### config.mk
export PLATFORM = sky130hd
export DESIGN_NAME = status_reporting
export DESIGN_NICKNAME = d
export VERILOG_FILES = /design/src/hw/status_pkg.sv /design/src/hw/status_reporting.sv
export SDC_FILE = /design/constraint.sdc
export NUM_CORES = 1
export LEC_CHECK = 0
export ABC_AREA = 1
export BUFFER_PORTS_ARGS = -buffer_cell sky130_fd_sc_hd__buf_2
export CORE_ASPECT_RATIO = 2
export CORE_MARGIN = 3
export CORE_UTILIZATION = 56
export CTS_CLUSTER_DIAMETER = 200
export DETAILED_ROUTE_END_ITERATION = 8
export HOLD_SLACK_MARGIN = 0.05
export PLACE_DENSITY = 0.78
export SLEW_MARGIN = 10
export SYNTH_ARGS = -nofsm -noshare
export SYNTH_HDL_FRONTEND = slang
export SYNTH_SLANG_ARGS = --single-unit
### constraint.sdc
create_clock -name ref_clk -period 1.5 [get_ports ref_clk]
set_input_delay 0.075 -clock ref_clk [delete_from_list [all_inputs] [get_ports ref_clk]]
set_output_delay 0.075 -clock ref_clk [all_outputs]
set_load 0.005 [all_outputs]
### src/hw/status_pkg.sv
// Shared constants and types for the instrument status reporting block.
package status_pkg;

    // Serial-poll byte bit positions.
    localparam int unsigned FAULT_SUM_BIT = 2;
    localparam int unsigned MEAS_SUM_BIT  = 3;
    localparam int unsigned REPLY_BIT     = 4;
    localparam int unsigned EVENT_SUM_BIT = 5;
    localparam int unsigned SRQ_BIT       = 6;

    // Standard event bit positions.
    localparam int unsigned RUN_FAULT_BIT   = 4;
    localparam int unsigned BAD_COMMAND_BIT = 5;

    // Implemented bits of each status register; unused bits read as zero.
    localparam logic [7:0]  EVENT_USED_MASK = 8'hfb;
    localparam logic [15:0] MEAS_USED_MASK  = 16'h7ffb;
    localparam logic [7:0]  FAULT_USED_MASK = 8'hf3;
    localparam logic [7:0]  POLL_USED_MASK  = 8'h7c;
    // Measurement bits that are live overload conditions.
    localparam logic [15:0] LIVE_OVERLOAD_MASK = 16'h0f53;

    // Reset values.
    localparam logic [7:0]  EVENT_RESET  = 8'h80;
    localparam logic [15:0] MEAS_RESET   = 16'h0000;
    localparam logic [7:0]  FAULT_RESET  = 8'h00;
    localparam logic [15:0] ENABLE_RESET = 16'h0000;
    localparam logic        PSC_RESET    = 1'b1;
    localparam logic        OVERRIDE_RESET = 1'b0;

    // Host command codes on the command port.
    localparam logic [4:0] CMD_CLEAR_ALL     = 5'h00;
    localparam logic [4:0] CMD_SET_EVENT_EN  = 5'h01;
    localparam logic [4:0] CMD_GET_EVENT_EN  = 5'h02;
    localparam logic [4:0] CMD_GET_EVENT     = 5'h03;
    localparam logic [4:0] CMD_SET_POLL_EN   = 5'h04;
    localparam logic [4:0] CMD_GET_POLL_EN   = 5'h05;
    localparam logic [4:0] CMD_GET_POLL      = 5'h06;
    localparam logic [4:0] CMD_SET_PSC       = 5'h07;
    localparam logic [4:0] CMD_GET_PSC       = 5'h08;
    localparam logic [4:0] CMD_SET_FAULT_EN  = 5'h09;
    localparam logic [4:0] CMD_GET_FAULT_EN  = 5'h0a;
    localparam logic [4:0] CMD_GET_FAULT     = 5'h0b;
    localparam logic [4:0] CMD_SET_MEAS_EN   = 5'h0c;
    localparam logic [4:0] CMD_GET_MEAS_EN   = 5'h0d;
    localparam logic [4:0] CMD_GET_MEAS      = 5'h0e;
    localparam logic [4:0] CMD_GET_LIVE      = 5'h0f;
    localparam logic [4:0] CMD_SET_PANEL     = 5'h10;
    localparam logic [4:0] CMD_GET_PANEL     = 5'h11;
    localparam logic [4:0] CMD_SET_OVERRIDE  = 5'h12;
    localparam logic [4:0] CMD_GET_OVERRIDE  = 5'h13;

    typedef enum logic [1:0] {
        PANEL_LOCAL   = 2'h0,
        PANEL_REMOTE  = 2'h1,
        PANEL_LOCKOUT = 2'h2
    } panel_type;

    localparam panel_type PANEL_RESET = PANEL_LOCAL;

    typedef struct packed {
        logic [4:0]  code;
        logic [15:0] arg;
    } cmd_type;

    // One-cycle event pulses, packed in standard event bit order.
    typedef struct packed {
        logic power_up_event;
        logic panel_touched;
        logic bad_command;
        logic run_fault;
        logic tx_queue_overrun;
        logic spare2;
        logic rx_queue_overrun;
        logic operation_done;
    } event_in_type;

    // Measurement conditions, packed in measurement word bit order.
    typedef struct packed {
        logic spare15;
        logic sweep_finished;
        logic sweep_begun;
        logic screenshot_done;
        logic data_ch4_overload;
        logic data_ch3_overload;
        logic data_ch2_overload;
        logic data_ch1_overload;
        logic storage_armed_event;
        logic notch_overload;
        logic notch_freq_out_of_bounds;
        logic range_overload;
        logic ref_lock_lost;
        logic spare2;
        logic analog_out2_overload;
        logic analog_out1_overload;
    } meas_in_type;

    // Fault conditions, packed in fault flag bit order.
    typedef struct packed {
        logic memory_stick_fault;
        logic host_link_device_fault;
        logic fast_transfer_abort;
        logic network_protocol_fault;
        logic spare3;
        logic spare2;
        logic battery_backup_fault;
        logic ext_clock_fault;
    } fault_in_type;

endpackage

### src/hw/status_reporting.sv
// Status registers, enable masks, serial-poll summary and panel control state.
`timescale 1ns/100ps

// Notes on behaviour
// - Poll bit 2 is high when any enabled fault flag is set.
// - Poll bit 3 is high when any enabled measurement flag is set.
// - Poll bit 4 follows the output-buffer-not-empty input exactly.
// - Poll bit 5 is high when any enabled standard event is set.
// - Poll bit 6 shows a raised service request; bits 0, 1, 7 read zero.
// - Event bits: done 0, rx overrun 1, tx overrun 3, power-up 7; bit 2 zero.
// - Event bit 4 flags a command that cannot run or a bad argument.
// - Event bit 5 flags an illegal command code.
// - Event bit 6 flags any front panel action.
// - Measurement bits 0, 1 and 8 to 11 flag output overloads; bit 2 zero.
// - Measurement bit 3 flags loss of reference lock.
// - Measurement bit 4 flags input range overload.
// - Measurement bits 5 and 6 flag notch frequency range and notch overload.
// - Measurement bit 7 flags data storage triggered.
// - Measurement bits 12, 13, 14 flag capture done, sweep start, sweep end.
// - Fault bits: clock 0, battery 1, network 4; bits 2 and 3 zero.
// - Fault bit 5 flags an aborted fast transfer.
// - Fault bits 6 and 7 flag host link and memory stick faults.
// - Clear-all zeroes status registers; the four masks are writable and readable.
// - A host-settable bit decides whether masks clear at a warm reset; a cold start always clears them.
// - Panel state 0 local, 1 remote, 2 lockout, set by the host.
// - A query returns the live overload conditions, not the latched bits.
module status_reporting (
    input  wire logic                    ref_clk,
    input  wire logic                    reset,
    input  wire logic                    cold_start,
    input  wire logic                    cmd_valid,
    input  wire status_pkg::cmd_type     cmd,
    output logic                         resp_valid,
    output logic [15:0]                  resp_data,
    input  wire status_pkg::event_in_type event_in,
    input  wire status_pkg::meas_in_type meas_in,
    input  wire status_pkg::fault_in_type fault_in,
    input  wire logic                    reply_waiting,
    output logic                         service_request,
    output status_pkg::panel_type        panel_control_state,
    output logic                         bus_override_remote
);

    logic [7:0]            event_q;
    logic [7:0]            event_d;
    logic [15:0]           meas_q;
    logic [15:0]           meas_d;
    logic [7:0]            fault_q;
    logic [7:0]            fault_d;
    logic [7:0]            event_en_q;
    logic [7:0]            poll_en_q;
    logic [7:0]            fault_en_q;
    logic [15:0]           meas_en_q;
    logic                  psc_q;
    status_pkg::panel_type panel_q;
    logic                  override_q;
    logic                  resp_valid_q;
    logic [15:0]           resp_data_q;

    wire logic [4:0]  code = cmd.code;
    wire logic [15:0] arg  = cmd.arg;

    // Everything the decode reads is an argument, so each wire re-evaluates on any change.
    function automatic logic is_cmd(input logic valid, input logic [4:0] got,
                                    input logic [4:0] want);
        return valid && (got == want);
    endfunction

    wire logic clear_all   = is_cmd(cmd_valid, code, status_pkg::CMD_CLEAR_ALL);
    wire logic rd_event    = is_cmd(cmd_valid, code, status_pkg::CMD_GET_EVENT);
    wire logic rd_meas     = is_cmd(cmd_valid, code, status_pkg::CMD_GET_MEAS);
    wire logic rd_fault    = is_cmd(cmd_valid, code, status_pkg::CMD_GET_FAULT);
    wire logic rd_poll     = is_cmd(cmd_valid, code, status_pkg::CMD_GET_POLL);
    wire logic rd_live     = is_cmd(cmd_valid, code, status_pkg::CMD_GET_LIVE);
    wire logic wr_event_en = is_cmd(cmd_valid, code, status_pkg::CMD_SET_EVENT_EN);
    wire logic wr_poll_en  = is_cmd(cmd_valid, code, status_pkg::CMD_SET_POLL_EN);
    wire logic wr_fault_en = is_cmd(cmd_valid, code, status_pkg::CMD_SET_FAULT_EN);
    wire logic wr_meas_en  = is_cmd(cmd_valid, code, status_pkg::CMD_SET_MEAS_EN);
    wire logic wr_psc      = is_cmd(cmd_valid, code, status_pkg::CMD_SET_PSC);
    wire logic wr_panel    = is_cmd(cmd_valid, code, status_pkg::CMD_SET_PANEL);
    wire logic wr_override = is_cmd(cmd_valid, code, status_pkg::CMD_SET_OVERRIDE);

    wire logic code_known = (code <= status_pkg::CMD_GET_OVERRIDE);
    wire logic is_query   = cmd_valid && code_known && !clear_all
                            && !wr_event_en && !wr_poll_en && !wr_fault_en
                            && !wr_meas_en && !wr_psc && !wr_panel && !wr_override;
    wire logic illegal_cmd = cmd_valid && !code_known;
    // A panel state above lockout, or any byte-wide setting with high bits, cannot run.
    wire logic bad_arg = (wr_panel && (arg > 16'(status_pkg::PANEL_LOCKOUT)))
                         || ((wr_event_en || wr_poll_en || wr_fault_en) && (arg[15:8] != 8'h00))
                         || ((wr_psc || wr_override) && (arg[15:1] != 15'h0000));

    wire logic fault_sum = |(fault_q & fault_en_q);
    wire logic meas_sum  = |(meas_q & meas_en_q);
    wire logic event_sum = |(event_q & event_en_q);
    wire logic [7:0] poll_base = {2'b00, event_sum, reply_waiting,
                                  meas_sum, fault_sum, 2'b00};
    // Service request is raised by any summary bit its mask enables.
    wire logic srq = |(poll_base & poll_en_q & status_pkg::POLL_USED_MASK);
    wire logic [7:0] poll_byte = poll_base | {1'b0, srq, 6'h00};

    wire logic [7:0] event_set = (8'(event_in) & status_pkg::EVENT_USED_MASK)
                                 | {2'b00, illegal_cmd, bad_arg, 4'h0};
    wire logic [15:0] meas_set = 16'(meas_in) & status_pkg::MEAS_USED_MASK;
    wire logic [7:0] fault_set = 8'(fault_in) & status_pkg::FAULT_USED_MASK;

    // A set in the clearing cycle survives the clear.
    assign event_d = ((rd_event || clear_all) ? 8'h00 : event_q) | event_set;
    assign meas_d  = ((rd_meas || clear_all) ? 16'h0000 : meas_q) | meas_set;
    assign fault_d = ((rd_fault || clear_all) ? 8'h00 : fault_q) | fault_set;

    logic [15:0] resp_sel;
    always_comb begin
        resp_sel = 16'h0000;
        case (code)
            status_pkg::CMD_GET_EVENT_EN: resp_sel = {8'h00, event_en_q};
            status_pkg::CMD_GET_EVENT:    resp_sel = {8'h00, event_q};
            status_pkg::CMD_GET_POLL_EN:  resp_sel = {8'h00, poll_en_q};
            status_pkg::CMD_GET_POLL:     resp_sel = {8'h00, poll_byte};
            status_pkg::CMD_GET_PSC:      resp_sel = {15'h0000, psc_q};
            status_pkg::CMD_GET_FAULT_EN: resp_sel = {8'h00, fault_en_q};
            status_pkg::CMD_GET_FAULT:    resp_sel = {8'h00, fault_q};
            status_pkg::CMD_GET_MEAS_EN:  resp_sel = meas_en_q;
            status_pkg::CMD_GET_MEAS:     resp_sel = meas_q;
            status_pkg::CMD_GET_LIVE:     resp_sel = 16'(meas_in) & status_pkg::LIVE_OVERLOAD_MASK;
            status_pkg::CMD_GET_PANEL:    resp_sel = {14'h0000, panel_q};
            status_pkg::CMD_GET_OVERRIDE: resp_sel = {15'h0000, override_q};
            default:                      resp_sel = 16'h0000;
        endcase
    end

    // Status flags; power-up sets the power-up event.
    always_ff @(posedge ref_clk) begin
        if (reset) begin
            event_q <= status_pkg::EVENT_RESET;
            meas_q  <= status_pkg::MEAS_RESET;
            fault_q <= status_pkg::FAULT_RESET;
        end else begin
            event_q <= event_d;
            meas_q  <= meas_d;
            fault_q <= fault_d;
        end
    end

    // Masks survive a reset unless power-on clear is selected or this is a cold start.
    always_ff @(posedge ref_clk) begin
        if (reset && (psc_q || cold_start)) begin
            event_en_q <= status_pkg::ENABLE_RESET[7:0];
            poll_en_q  <= status_pkg::ENABLE_RESET[7:0];
            fault_en_q <= status_pkg::ENABLE_RESET[7:0];
            meas_en_q  <= status_pkg::ENABLE_RESET;
        end else if (!reset) begin
            if (wr_event_en && !bad_arg) event_en_q <= arg[7:0];
            if (wr_poll_en && !bad_arg)  poll_en_q  <= arg[7:0];
            if (wr_fault_en && !bad_arg) fault_en_q <= arg[7:0];
            if (wr_meas_en)              meas_en_q  <= arg;
        end
    end

    // The power-on clear bit itself is kept across warm resets.
    always_ff @(posedge ref_clk) begin
        if (reset && cold_start) begin
            psc_q <= status_pkg::PSC_RESET;
        end else if (!reset && wr_psc && !bad_arg) begin
            psc_q <= arg[0];
        end
    end

    always_ff @(posedge ref_clk) begin
        if (reset) begin
            panel_q    <= status_pkg::PANEL_RESET;
            override_q <= status_pkg::OVERRIDE_RESET;
        end else begin
            if (wr_panel && !bad_arg) panel_q    <= status_pkg::panel_type'(arg[1:0]);
            if (wr_override && !bad_arg) override_q <= arg[0];
        end
    end

    always_ff @(posedge ref_clk) begin
        if (reset) begin
            resp_valid_q <= 1'b0;
            resp_data_q  <= 16'h0000;
        end else begin
            resp_valid_q <= is_query;
            if (is_query) resp_data_q <= resp_sel;
        end
    end

    assign resp_valid          = resp_valid_q;
    assign resp_data           = resp_data_q;
    assign service_request     = srq;
    assign panel_control_state = panel_q;
    assign bus_override_remote = override_q;
endmodule

==> metrics.md <==
| Metric | Value |
|---|---|
| Buf+Inv Stages, Crit Path | `2` |
| Arrival time of the worst setup path | `between 1 and 1.5 ns` |
| LEAKAGE | `between 2 and 3 nW` |
| Final ANT Viol Nets | `0` |
| Reg-to-reg critical path endpoint | `resp_data[1]$_SDFFE_PP0P_` |
| Yosys top cell area share | `0.4085` |
| Hold Crit Endpoint | `meas_en_q[12]$_SDFFE_PP0P_` |
| Startpoint types | `flop` |
| RSZ-0062 raised after global routing | `yes` |
| Least-Margin Pin Slew | `0.6889 ns` |
| Hold Path Class | `in2reg` |
| Largest net degree at the start of global routing | `41` |
| Synthesized cell area | `0.004313 mm2` |
| MaxCap Viol Count | `0` |
| Yosys top cell by area | `dfxtp_1` |
| Worst EP required | `1.42 ns` |
| FF-to-FF Start | `event_q[1]$_SDFF_PP0_` |
| Worst Setup End Kind | `primary output` |
| Pwr/cell area | `between 900 and 1000 mW/mm2` |
| Initial antenna violation count | `0` |
| Final Hold Viols | `0` |
| VDD IR-drop max | `about 730 uV` |
| Crit path kind | `reg2out` |
| Initial DRC Count | `347` |
| Final WS setup | `0.02451 ns` |
| GPL Wtd Cong | `0.9407` |
| Overflow after GRT | `0` |
| Layout cells sized above 1 | `0.2378` |
| Fillers | `547` |
| H-tree levels | `3` |
| Max Freq | `slightly below 0.7 GHz` |
| Seq/Total Area, Yosys | `0.4085` |
| Pre-antenna DRT Iters | `5` |
| Post-synthesis cell count | `approximately 650` |
| First-pass GRT wire length | `23810 um` |
| Starting Density | `0.5846` |
| Unique masters post-synth | `29` |
| Clock sink count | `88` |
| Max clock buf depth | `2` |
| Ant. Diodes | `0` |
| Number of port buffers | `between 70 and 80` |
| Place WS | `-0.1397 ns` |
| Clk_lat worst skew | `0.34 ns` |
| Worst reg2reg setup slack | `0.19 ns` |
| Reg area | `between 0.0015 and 0.002 mm2` |
| CP max FO | `3` |
| I/O pin total | `79` |
| Hold path cells | `3` |
| Root Buffer | `clkbuf_16` |
| Hold_sp | `cmd[12]` |
| Synthesis-stage register bit count | `88` |
| Die area | `0.008855 mm2` |
| Clk_skew | `0.008651 ns` |
| Reg2reg path depth | `7` |
| Most frequent CP cell | `nand2_1` |
| TritonCTS clock tree | `yes` |
| Cell Chain, Critical Path | `nand2_1 -> inv_1 -> nor2_1 -> nand2_1 -> nand2_1 -> nand2_1 -> nor2_1 -> nand2_1 -> buf_2` |
| Layout Nets | `slightly below 900` |
| Status | `finished clean` |
| Largest cells by area after synthesis | `dfxtp_1 (41%), nand2_1 (18%), nor2_1 (7.0%)` |
| Final setup vio count | `0` |
| Detail-routed via count per cell | `between 5 and 6` |
| Top delay family on crit path | `simple AND/OR/NAND/NOR gates` |
| Crit-path max cell delay | `0.34 ns` |
| Clock-pin slew on the worst setup and hold paths | `0.07 ns` |
| Slew Limit Fails | `0` |
| HPWL after detailed placement | `roughly 11000 um` |
| Area of the multi-input gates | `roughly 0.0022 mm2` |
| Final wirelength | `15240 um` |
| Crit share post-route | `0.9837` |
| Vias post-DR | `4974` |
| Rows | `44` |
| Post-layout min period | `approximately 1.5 ns` |
| Util after Layout | `0.7958` |
| Syn_area_per_cell | `6.645 um2` |
| Routed len/inst | `approximately 17 um` |
| Syn_nets | `between 700 and 800` |
| Number of CTS-inserted buffers | `9` |
| Vias in the first global route | `5083` |
| Slew HR | `0.5407` |
| Critical path's slowest cell | `dfxtp_2` |
| GRT Overall Usage | `0.3694` |
| DIE HEIGHT | `130.1 um` |
| Ys Warns | `0` |
| Die W | `68.06 um` |
| Synthesis-to-layout area growth | `36.12%` |
| DRC errors left | `0` |
| Core Region | `between 0.007 and 0.008 mm2` |
[cell usage in the layout (no fill, tap or decap)]
cell | synthesis | final
o21ai_2 | 1 | 3
nand4_4 | 1 | 1
buf_2 | 4 | 73
nand2_2 | 5 | 5
o21a_1 | 13 | 13
dlygate4sd3_1 | 0 | 33
clkbuf_8 | 0 | 1
o211ai_1 | 4 | 4
o221ai_1 | 1 | 1
nor2_1 | 81 | 80
a21oi_1 | 55 | 55
inv_2 | 8 | 9
buf_4 | 1 | 67
nor2_4 | 4 | 4
clkinvlp_4 | 0 | 1
nor2_2 | 7 | 8
clkbuf_16 | 0 | 9
clkinv_1 | 1 | 1
nand3_1 | 20 | 20
a21boi_2 | 0 | 1
dfxtp_1 | 88 | 84
o21ai_1 | 0 | 1
clkinv_4 | 0 | 2
inv_1 | 62 | 61
inv_6 | 0 | 1
bufinv_16 | 0 | 1
o21ai_0 | 37 | 34
o2bb2ai_1 | 1 | 1
nand4_1 | 26 | 26
nor3_1 | 2 | 2
nand3_2 | 2 | 2
buf_12 | 0 | 2
o22ai_1 | 3 | 3
clkbuf_1 | 10 | 1
nor3_2 | 1 | 1
dfxtp_2 | 0 | 4
a211o_1 | 1 | 1
nand2_1 | 204 | 204
[cell families after synthesis]
| group | synth area share |
|---|---|
| compound gates | 0.1506 |
| flops | 0.4085 |
| buf+inv | 0.08993 |
| simple gates | 0.3510 |
[Yosys cell counts]
cell type / number
nand2_1: 204
dfxtp_1: 88
nor2_1: 81
inv_1: 62
a21oi_1: 55
o21ai_0: 37
nand4_1: 26
nand3_1: 20
o21a_1: 13
clkbuf_1: 10
inv_2: 8
nor2_2: 7
buf_6: 5
nand2_2: 5
buf_2: 4
nor2_4: 4
o211ai_1: 4
o22ai_1: 3
nand3_2: 2
nor3_1: 2
a211o_1: 1
a21boi_0: 1
buf_4: 1
clkinv_1: 1
nand4_4: 1
nor3_2: 1
o21ai_2: 1
o221ai_1: 1
o2bb2ai_1: 1
[flip-flops by register name (all words and copies together), names as in the netlist]
| name | count |
|---|---|
| resp_valid | 1 |
| psc_q | 1 |
| fault_en_q | 8 |
| event_en_q | 8 |
| meas_en_q | 16 |
| panel_control_state | 2 |
| event_q | 7 |
| bus_override_remote | 1 |
| resp_data | 16 |
| meas_q | 14 |
| poll_en_q | 8 |
| fault_q | 6 |
[metrics by stage]
step           cell area, um2  power (W)   TNS, ns  std cells  hold slack, ns
2_1_floorplan            4313   0.002775         0        649          0.1694
3_3_place_gp             5211   0.003025    -1.370        862          0.2556
3_5_place_dp             5211   0.003042    -1.905        862          0.2636
4_1_cts                  5854   0.005384         0        911         0.06232
5_1_grt                  5871   0.005572  -0.06662        912         0.09853
6_report                 5871   0.005390         0        912         0.07094
[metal layers]
metal  part of all wire  GRT usage  vias to the layer above
li1                   -          -                     2423
met1               0.34     0.3621                     2285
met2               0.53     0.6490                      199
met3              0.041    0.05943                       67
met4              0.087     0.3001                        0
met5                  0          0                        -
[layout make-up]
class,count,share of cell area
tap,92,0.01961
multi-input combinational,470,0.3708
inverter,71,0.04540
clock buffer,11,0.04135
timing repair buffer,175,0.2110
sequential,88,0.3009
clock inverter,5,0.01087
[tightest hold or removal path: stages]
cell	delay, ns
buf_2	0.09
o21ai_0	0.10
a21oi_1	0.12
[how the worst max path moves through the flow]
stage                                             to  cells after the start                   from  slack [ns]
after global routing                 service_request                      9  event_q[4]$_SDFF_PP0_       -0.07
final                                service_request                      9  event_q[6]$_SDFF_PP0_        0.02
after CTS                            service_request                      7  fault_q[7]$_SDFF_PP0_       0.003
after floorplan           resp_data[10]$_SDFFE_PP0P_                     12                cmd[20]        0.16
after detailed placement   resp_data[1]$_SDFFE_PP0P_                     10                cmd[17]       -0.14
after global placement     resp_data[1]$_SDFFE_PP0P_                     12                cmd[16]       -0.16
[where the power goes]
group / switching, W / internal (W)
clock: 0.000965 / 0.00135
sequential: 0.0000453 / 0.00240
combinational: 0.000341 / 0.000285
total: 0.00135 / 0.00404
[what timing repair did]
action | 4_1_cts | 5_1_grt
hold buffers | 33 | 0
pin swaps | 0 | 3
setup endpoints to repair | 1 | 3
gates resized for setup | 4 | 7
buffers inserted | 0 | 1
hold endpoints to repair | 33 | 0
Power figures use the tool's default switching activity.
